### src/alit_pkg.sv
// Shared constants and types for the arithmetic and logic execution unit
package alit_pkg;
	localparam int MC_BASE_CLKS = 4;
	localparam int WAIT_W = 3;
	localparam int DIV_W = 3;
	localparam int CLK_W = 12;
	localparam int MC_W = 3;
	localparam int LEN_W = 2;
	localparam int RUN_W = 15;
	localparam logic [LEN_W-1:0] LEN_ONE = 2'h1;
	localparam logic [LEN_W-1:0] LEN_TWO = 2'h2;
	localparam logic [LEN_W-1:0] LEN_THREE = 2'h3;
	localparam logic [MC_W-1:0] MC_ONE = 3'h1;
	localparam logic [MC_W-1:0] MC_TWO = 3'h2;
	localparam logic [MC_W-1:0] MC_FOUR = 3'h4;
	localparam logic [7:0] BYTE_RST = 8'h00;
	localparam logic [15:0] WORD_RST = 16'h0000;

	typedef enum logic [4:0] {
		OP_ADD, OP_ADD_CY, OP_SUB_BW, OP_PLUS1, OP_MINUS1, OP_DP_PLUS1,
		OP_PRODUCT, OP_QUOTIENT, OP_BCD_FIX, OP_AND, OP_OR, OP_XOR,
		OP_NIB_SWAP, OP_ZERO, OP_INVERT, OP_ROT_L, OP_ROT_LC, OP_ROT_R, OP_ROT_RC
	} alit_op_t;

	// Operand form: source of the second operand and where the result goes
	typedef enum logic [2:0] {
		FM_MAIN, FM_REG, FM_DIRECT, FM_INDIRECT, FM_IMM, FM_DIR_MAIN, FM_DIR_IMM
	} alit_form_t;

	typedef struct packed {
		alit_op_t op;
		alit_form_t form;
		logic [7:0] main_operand;
		logic [7:0] src;
		logic [7:0] imm;
		logic [7:0] b_val;
		logic [15:0] data_pointer;
		logic carry;
		logic aux;
	} alit_req_t;

	typedef struct packed {
		logic [7:0] main_operand;
		logic [7:0] b_val;
		logic [15:0] data_pointer;
		logic [7:0] mem_data;
		logic carry;
		logic aux;
		logic ovf;
		logic wr_main;
		logic wr_mem;
		logic wr_b;
		logic wr_dp;
	} alit_res_t;

	localparam alit_res_t RES_RST = '{BYTE_RST, BYTE_RST, WORD_RST, BYTE_RST,
		1'b0, 1'b0, 1'b0, 1'b0, 1'b0, 1'b0, 1'b0};
endpackage

### src/alit_exec.sv
// Arithmetic and logic execution unit with machine-cycle accounting
`timescale 1ns/1ps

// Overview of operation
// - Machine cycle length comes from wait-state and clock divider settings, base four clocks.
// - A prefetch queue stall holds the current machine cycle longer.
// - A taken branch missing the branch cache holds the machine cycle longer.
// - Without stalls or misses every instruction takes exactly its listed cycle count.
// - Add into main operand: one cycle; one byte register/indirect, two direct/immediate.
// - Add with carry: source plus carry into main operand, same lengths as add.
// - Subtract with borrow: one cycle, one or two bytes by operand form.
// - AND into main operand or direct byte, one cycle; immediate-to-direct three bytes, two cycles.
// - OR likewise; immediate-to-direct form is three bytes and two cycles.
// - XOR likewise; immediate-to-direct form is three bytes and two cycles.
// - Nibble swap of main operand, one byte, one cycle.
// - Rotate left plain or through carry, one byte, one cycle.
// - Rotate right plain or through carry, one byte, one cycle.
module alit_exec
	import alit_pkg::*;
#(
	parameter int BASE_CLKS = MC_BASE_CLKS
) (
	input wire logic ref_clk,
	input wire logic rst_n,
	input wire logic start,
	input wire alit_req_t req_in,
	input wire logic [WAIT_W-1:0] bus_wait_config,
	input wire logic [DIV_W-1:0] cpu_clock_divider_ctl,
	input wire logic prefetch_queue_stall,
	input wire logic branch_target_cache_miss,
	output logic ready,
	output logic busy,
	output logic done,
	output alit_res_t result,
	output logic [LEN_W-1:0] instr_len,
	output logic [MC_W-1:0] instr_cycles
);
	typedef enum logic {ST_IDLE, ST_EXEC} alit_state_t;

	function automatic logic is_two_byte(alit_form_t f);
		return f == FM_DIRECT || f == FM_IMM || f == FM_DIR_MAIN;
	endfunction

	function automatic logic [LEN_W-1:0] len_of(alit_op_t op, alit_form_t f);
		logic [LEN_W-1:0] l;
		l = LEN_ONE;
		if ((op == OP_AND || op == OP_OR || op == OP_XOR) && f == FM_DIR_IMM) begin
			l = LEN_THREE;
		end else if (op == OP_ADD || op == OP_ADD_CY || op == OP_SUB_BW || op == OP_AND || op == OP_OR ||
			op == OP_XOR || op == OP_PLUS1 || op == OP_MINUS1) begin
			l = is_two_byte(f) ? LEN_TWO : LEN_ONE;
		end
		return l;
	endfunction

	function automatic logic [MC_W-1:0] cycles_of(alit_op_t op, alit_form_t f);
		logic [MC_W-1:0] c;
		c = MC_ONE;
		if ((op == OP_AND || op == OP_OR || op == OP_XOR) && f == FM_DIR_IMM) begin
			c = MC_TWO;
		end else if (op == OP_DP_PLUS1) begin
			c = MC_TWO;
		end else if (op == OP_PRODUCT || op == OP_QUOTIENT) begin
			c = MC_FOUR;
		end
		return c;
	endfunction

	// Native machine cycle: base clocks plus wait states, scaled by the divider
	function automatic logic [CLK_W-1:0] native_of(logic [WAIT_W-1:0] w, logic [DIV_W-1:0] d);
		logic [CLK_W-1:0] n;
		n = CLK_W'(BASE_CLKS) + CLK_W'(w);
		return n << d;
	endfunction

	function automatic alit_res_t exec_op(alit_req_t r);
		alit_res_t o;
		logic [8:0] w9;
		logic [4:0] h5;
		logic [7:0] opnd;
		logic [7:0] lres;
		logic [15:0] prod;
		o = RES_RST;
		o.main_operand = r.main_operand;
		o.b_val = r.b_val;
		o.data_pointer = r.data_pointer;
		o.carry = r.carry;
		o.aux = r.aux;
		w9 = 9'h000;
		h5 = 5'h00;
		prod = 16'h0000;
		opnd = (r.form == FM_DIR_IMM) ? r.imm : r.main_operand;
		lres = 8'h00;
		case (r.op)
			OP_ADD, OP_ADD_CY: begin
				w9 = {1'b0, r.main_operand} + {1'b0, r.src} + {8'h00, r.op == OP_ADD_CY && r.carry};
				h5 = {1'b0, r.main_operand[3:0]} + {1'b0, r.src[3:0]} + {4'h0, r.op == OP_ADD_CY && r.carry};
				o.main_operand = w9[7:0];
				o.carry = w9[8];
				o.aux = h5[4];
				o.ovf = (r.main_operand[7] == r.src[7]) && (w9[7] != r.main_operand[7]);
				o.wr_main = 1'b1;
			end
			OP_SUB_BW: begin
				w9 = {1'b0, r.main_operand} - {1'b0, r.src} - {8'h00, r.carry};
				h5 = {1'b0, r.main_operand[3:0]} - {1'b0, r.src[3:0]} - {4'h0, r.carry};
				o.main_operand = w9[7:0];
				o.carry = w9[8];
				o.aux = h5[4];
				o.ovf = (r.main_operand[7] != r.src[7]) && (w9[7] != r.main_operand[7]);
				o.wr_main = 1'b1;
			end
			OP_PLUS1, OP_MINUS1: begin
				lres = (r.form == FM_MAIN) ? r.main_operand : r.src;
				lres = (r.op == OP_PLUS1) ? lres + 8'h01 : lres - 8'h01;
				o.wr_main = r.form == FM_MAIN;
				o.wr_mem = r.form != FM_MAIN;
				o.main_operand = (r.form == FM_MAIN) ? lres : r.main_operand;
				o.mem_data = lres;
			end
			OP_DP_PLUS1: begin
				o.data_pointer = r.data_pointer + 16'h0001;
				o.wr_dp = 1'b1;
			end
			OP_PRODUCT: begin
				prod = {8'h00, r.main_operand} * {8'h00, r.b_val};
				o.main_operand = prod[7:0];
				o.b_val = prod[15:8];
				o.carry = 1'b0;
				o.ovf = prod[15:8] != 8'h00;
				o.wr_main = 1'b1;
				o.wr_b = 1'b1;
			end
			OP_QUOTIENT: begin
				// Zero divisor flags overflow and leaves both bytes all ones
				o.carry = 1'b0;
				o.ovf = r.b_val == 8'h00;
				o.main_operand = (r.b_val == 8'h00) ? 8'hFF : r.main_operand / r.b_val;
				o.b_val = (r.b_val == 8'h00) ? 8'hFF : r.main_operand % r.b_val;
				o.wr_main = 1'b1;
				o.wr_b = 1'b1;
			end
			OP_BCD_FIX: begin
				w9 = {1'b0, r.main_operand};
				if (w9[3:0] > 4'h9 || r.aux) begin
					w9 = w9 + 9'h006;
				end
				if (w9[8] || r.carry || w9[7:4] > 4'h9) begin
					w9 = {1'b1, w9[7:0] + 8'h60};
				end
				o.main_operand = w9[7:0];
				o.carry = w9[8];
				o.wr_main = 1'b1;
			end
			OP_AND, OP_OR, OP_XOR: begin
				lres = (r.op == OP_AND) ? (r.src & opnd) : (r.op == OP_OR) ? (r.src | opnd) : (r.src ^ opnd);
				o.wr_mem = r.form == FM_DIR_MAIN || r.form == FM_DIR_IMM;
				o.wr_main = !o.wr_mem;
				o.mem_data = lres;
				o.main_operand = o.wr_mem ? r.main_operand : lres;
			end
			OP_NIB_SWAP: begin
				o.main_operand = {r.main_operand[3:0], r.main_operand[7:4]};
				o.wr_main = 1'b1;
			end
			OP_ZERO: begin
				o.main_operand = 8'h00;
				o.wr_main = 1'b1;
			end
			OP_INVERT: begin
				o.main_operand = ~r.main_operand;
				o.wr_main = 1'b1;
			end
			OP_ROT_L: begin
				o.main_operand = {r.main_operand[6:0], r.main_operand[7]};
				o.wr_main = 1'b1;
			end
			OP_ROT_LC: begin
				o.main_operand = {r.main_operand[6:0], r.carry};
				o.carry = r.main_operand[7];
				o.wr_main = 1'b1;
			end
			OP_ROT_R: begin
				o.main_operand = {r.main_operand[0], r.main_operand[7:1]};
				o.wr_main = 1'b1;
			end
			OP_ROT_RC: begin
				o.main_operand = {r.carry, r.main_operand[7:1]};
				o.carry = r.main_operand[0];
				o.wr_main = 1'b1;
			end
			default: begin
				o.wr_main = 1'b0;
			end
		endcase
		return o;
	endfunction

	alit_state_t state_reg, state_next;
	alit_req_t req_reg, req_next;
	alit_res_t res_reg, res_next;
	logic done_reg, done_next;
	logic [LEN_W-1:0] len_reg, len_next;
	logic [MC_W-1:0] cycles_reg, cycles_next;
	logic [MC_W-1:0] mc_cnt_reg, mc_cnt_next;
	logic [CLK_W-1:0] native_reg, native_next;
	logic [CLK_W-1:0] clk_cnt_reg, clk_cnt_next;
	logic stretch;
	logic take;

	assign ready = state_reg == ST_IDLE;
	assign busy = state_reg == ST_EXEC;
	assign done = done_reg;
	assign result = res_reg;
	assign instr_len = len_reg;
	assign instr_cycles = cycles_reg;
	assign take = start && state_reg == ST_IDLE;
	assign stretch = prefetch_queue_stall || branch_target_cache_miss;

	always_comb begin
		state_next = state_reg;
		req_next = req_reg;
		res_next = res_reg;
		done_next = 1'b0;
		len_next = len_reg;
		cycles_next = cycles_reg;
		mc_cnt_next = mc_cnt_reg;
		native_next = native_reg;
		clk_cnt_next = clk_cnt_reg;
		case (state_reg)
			ST_IDLE: begin
				if (take) begin
					state_next = ST_EXEC;
					req_next = req_in;
					len_next = len_of(req_in.op, req_in.form);
					cycles_next = cycles_of(req_in.op, req_in.form);
					native_next = native_of(bus_wait_config, cpu_clock_divider_ctl);
					mc_cnt_next = '0;
					clk_cnt_next = '0;
				end
			end
			ST_EXEC: begin
				// A stretched clock does not count toward the machine cycle
				if (!stretch) begin
					if (clk_cnt_reg == native_reg - CLK_W'(1)) begin
						clk_cnt_next = '0;
						if (mc_cnt_reg == cycles_reg - MC_W'(1)) begin
							state_next = ST_IDLE;
							res_next = exec_op(req_reg);
							done_next = 1'b1;
						end else begin
							mc_cnt_next = mc_cnt_reg + MC_W'(1);
						end
					end else begin
						clk_cnt_next = clk_cnt_reg + CLK_W'(1);
					end
				end
			end
			default: begin
				state_next = ST_IDLE;
			end
		endcase
	end

	always_ff @(posedge ref_clk) begin
		if (!rst_n) begin
			state_reg <= ST_IDLE;
			req_reg <= '0;
			res_reg <= RES_RST;
			done_reg <= 1'b0;
			len_reg <= LEN_ONE;
			cycles_reg <= MC_ONE;
			mc_cnt_reg <= '0;
			native_reg <= CLK_W'(MC_BASE_CLKS);
			clk_cnt_reg <= '0;
		end else begin
			state_reg <= state_next;
			req_reg <= req_next;
			res_reg <= res_next;
			done_reg <= done_next;
			len_reg <= len_next;
			cycles_reg <= cycles_next;
			mc_cnt_reg <= mc_cnt_next;
			native_reg <= native_next;
			clk_cnt_reg <= clk_cnt_next;
		end
	end

	// Helper: unstretched clocks spent in the current instruction
	logic [RUN_W-1:0] run_cnt_reg, run_cnt_next;
	always_comb begin
		run_cnt_next = run_cnt_reg;
		if (take) begin
			run_cnt_next = '0;
		end else if (busy && !stretch) begin
			run_cnt_next = run_cnt_reg + RUN_W'(1);
		end
	end
	always_ff @(posedge ref_clk) begin
		if (!rst_n) begin
			run_cnt_reg <= '0;
		end else begin
			run_cnt_reg <= run_cnt_next;
		end
	end
endmodule

### config.mk
export PLATFORM = sky130hd
export DESIGN_NAME = alit_exec
export DESIGN_NICKNAME = d
export VERILOG_FILES = /design/src/alit_pkg.sv /design/src/alit_exec.sv
export SDC_FILE = /design/constraint.sdc
export NUM_CORES = 1
export LEC_CHECK = 0
export BUFFER_PORTS_ARGS = -buffer_cell sky130_fd_sc_hd__clkbuf_2
export CAP_MARGIN = 10
export CORE_MARGIN = 4
export CORE_UTILIZATION = 56
export DETAILED_ROUTE_END_ITERATION = 6
export PLACE_DENSITY = 0.88
export SYNTH_ARGS = -nofsm -noshare
export SYNTH_HDL_FRONTEND = slang
export SYNTH_SLANG_ARGS = --single-unit
### constraint.sdc
create_clock -name ref_clk -period 12 [get_ports ref_clk]
set_input_delay 2.4 -clock ref_clk [delete_from_list [all_inputs] [get_ports ref_clk]]
set_output_delay 2.4 -clock ref_clk [all_outputs]
set_load 0.01 [all_outputs]
==> summary.txt <==
Setup path
  • CP top delay family: compound AO/OA/AOI/OAI gates
  • Largest stage delay, worst path: 0.56 ns
  • R2R cell count: 53
  • Element type at the critical path start: register
  • Slowest CP cell: or4_4
  • R2R Path End: result[32]
  • CP bufs+invs: 6
  • Flop2flop setup slack: 0.41 ns
  • CP Data Arrival Time: 11.87 ns
  • Max Fanout on Critical Path: 8
  • Crit path kind: reg -> reg
  • Nature of the critical path endpoint: register
  • Crit-path most repeated cell: ha_1
  • Reg2reg start: req_reg[22]
  • Worst Path Required: 12.29 ns

Finish
  • Final net count: 2,039
  • Layout area overhead: 12.8%
  • Fraction of layout cells with a size suffix above 1: 14.3%
  • Largest register FFs: 58
  • Final Cell Area: 14,600 sq um
  • Commonest cells after routing, fill and taps aside: 236 x nand2_1, 157 x nor2_1, 137 x dfxtp_1
  • Most common cell after layout, fill and taps aside: nand2_1
  • Ant diodes: 0

Global routing
  • Largest net degree at the start of global routing: 82
  • Vias in the first global route: 12,661
  • Initial antenna violation count: 0
  • First-pass GRT wire length: 66,200 um
  • Aggregate global-route resource usage: 31.8%
  • Grt total ovfl: 0

Clock network
  • CTS Buf Count: 17
  • CTS H-tree depth: 4
  • Clk root buf: clkbuf_16
  • Clock Pin Slew Worst Setup and Hold Paths: 0.07 ns
  • CTS tree: yes
  • Clock Path Buffers: 2
  • Clk_lat worst skew: 0.44 ns
  • Clk sinks: 138
  • Cts hold-fix bufs: 0

Die
  • I/O Pins: 124
  • Die span in y: 160 um
  • Site Rows: 55
  • Die width: 160 um
  • Core ar.: 22,700 sq um
  • Initial Util: 56.9%
  • Die area: 25,600 sq um

Power
  • Sequential power share: 12.9%
  • Switching Share: 49.8%
  • Gate power share: 72.8%
  • Power share of the clock group: 14.2%
  • Net Sw Power: 1900 uW
  • Leakage: 0.00632 uW
  • Power Total: 3810 uW
  • P per Cell Area: 261 nW/um^2
  • Max VDD drop: 380 uV
  • Pint: 1910 uW

Timing
  • Setup slack after layout: 0.411 ns
  • Slew Viols, Final: 0
  • Setup violations, final: 0
  • TNS Setup: 0 ns
  • Pin slew with the least headroom to its limit: 1.15 ns
  • Skew final: 0.0123 ns
  • Relative slew slack: 23.4%
  • Min cycle time layout: 11.59 ns
  • Final Hold Fails: 0
  • Final hold slack: 0.456 ns
  • Max Clk Rate: 86.3 MHz
  • Period utilisation layout: 96.6%

Placement
  • PortBufs: 123
  • RePlAce Congestion: 1.04
  • Dpl ws: -0.340 ns
  • DP HPWL: 30,900 um
  • Area after DPL: 13,800 sq um

Synth
  • Syn nets: 1,948
  • Distinct cells, synth: 81
  • EDFF count, synth: 0
  • Largest area contributor in the netlist: dfxtp_1
  • Main flop type after synthesis: dfxtp_1
  • Synth Instances: 1,708
  • Syn Std Cell Area: 12,900 sq um
  • YS warnings: 0
  • Seq/Total Area, Yosys: 21.4%
  • Flops & latches, synth: 138
  • FFs w/ async S/R, synth: 0%
  • Area contributors post-synth: dfxtp_1 21%, ha_1 12%, nand2_1 6.9%
  • Mean Syn Cell Area: 7.57 sq um
  • Area share of the largest cell type after synthesis: 21.4%

Route
  • DRT Wirelength: 42,400 um
  • Residual DRC count: 0
  • Post-DR wirelength/cell: 20.2 um
  • DR pass1 iterations: 6
  • DRT iter0 DRCs: 1,465
  • DR vias: 13,444
  • ANT nets after route: 0
  • DR vias/cell: 6.41

Hold path
  • Hold Path Origin: result[3]
  • Hold Crit Class: reg -> reg
  • Hold endpoint: result[3]
  • WHS Path Cells: 2

Status
  • Status: finished, final reports clean

Flow run
  • Max Cap Viol: 0
worst max-delay path by stage:
stage	from	endpoint	slack, ns	cells after the start
floorplan	req_reg[22]	result[32]	0.11	50
global placement	req_reg[22]	result[32]	0.19	51
detailed placement	req_reg[22]	result[32]	-0.34	51
CTS	req_reg[22]	result[32]	0.0001	51
global route	req_reg[22]	result[32]	-0.23	54
finish	req_reg[22]	result[32]	0.41	53
cell usage after synthesis (all sizes together) (15+ instances only):
cell	n
buf	15
nand2	238
a21oi	131
o21a	17
nor2b	24
and3	15
nor2	158
fa	42
clkbuf	77
dfxtp	138
nand2b	19
nand3	27
a211oi	38
o21ai	86
a31oi	17
a22oi	15
xor2	25
nand4	20
mux2i	30
ha	129
xnor2	54
inv	130
nor3	40
power by group through the flow:
| stage | clock [uW] | sequential (uW) | combinational (uW) |
|---|---|---|---|
| after global placement | 0 | 501 | 2340 |
| after global routing | 564 | 494 | 2990 |
| after CTS | 543 | 491 | 2430 |
| after detailed placement | 0 | 502 | 2370 |
| after floorplan | 0 | 495 | 1870 |
| final | 542 | 493 | 2780 |
stage by stage:
stage          std cells  util (%)
2_1_floorplan       1708         -
3_3_place_gp        2056      60.7
3_5_place_dp        2056      60.7
4_1_cts             2088      63.4
5_1_grt             2097      64.2
6_report            2097      64.2
worst reg2reg max path: cells and delay by family, from the launching register on:
family / cells / cell delay, ns
compound gates: 25 / 4.62
fa+ha+maj: 7 / 2.18
buf+inv: 6 / 0.88
flops: 1 / 0.37
mux: 2 / 0.57
simple gates: 13 / 2.85
final cells by class:
class	count	area (sq um)
Tap cell	285	357
Timing Repair Buffer	164	928
Inverter	132	497
Clock inverter	15	163
Fill cell	1939	8120
Clock buffer	17	425
Sequential cell	138	2760
Multi-Input combinational cell	1346	9460
kinds of logic (layout without fill, tap and decap cells):
kind of cell	count (synthesis)	after routing	synth area share [%]
adders and majority gates	171	171	19.0
DFF	138	138	21.4
xor gates and xnor gates	79	79	5.35
muxes	36	36	2.84
AOI/OAI and AO/OA	440	440	22.6
and+or+nand+nor	620	620	22.1
buffers and inverters	224	328	6.69
routing by layer:
metal | up-vias | global-route usage (%) | share of wire, %
met3 | 152 | 7.07 | 10
met2 | 813 | 50.3 | 45
li1 | 6204 | - | -
met5 | - | 0 | 0
met4 | 0 | 13.6 | 4.5
met1 | 6275 | 41.9 | 40
what timing repair did:
| action | CTS | global route |
|---|---|---|
| gates resized for setup | 4 | 28 |
| gates cloned | 0 | 1 |
| buffers inserted | 0 | 7 |
| pin swaps | 0 | 13 |
| setup endpoints to repair | 6 | 9 |
(Power assumes the default switching activity.)
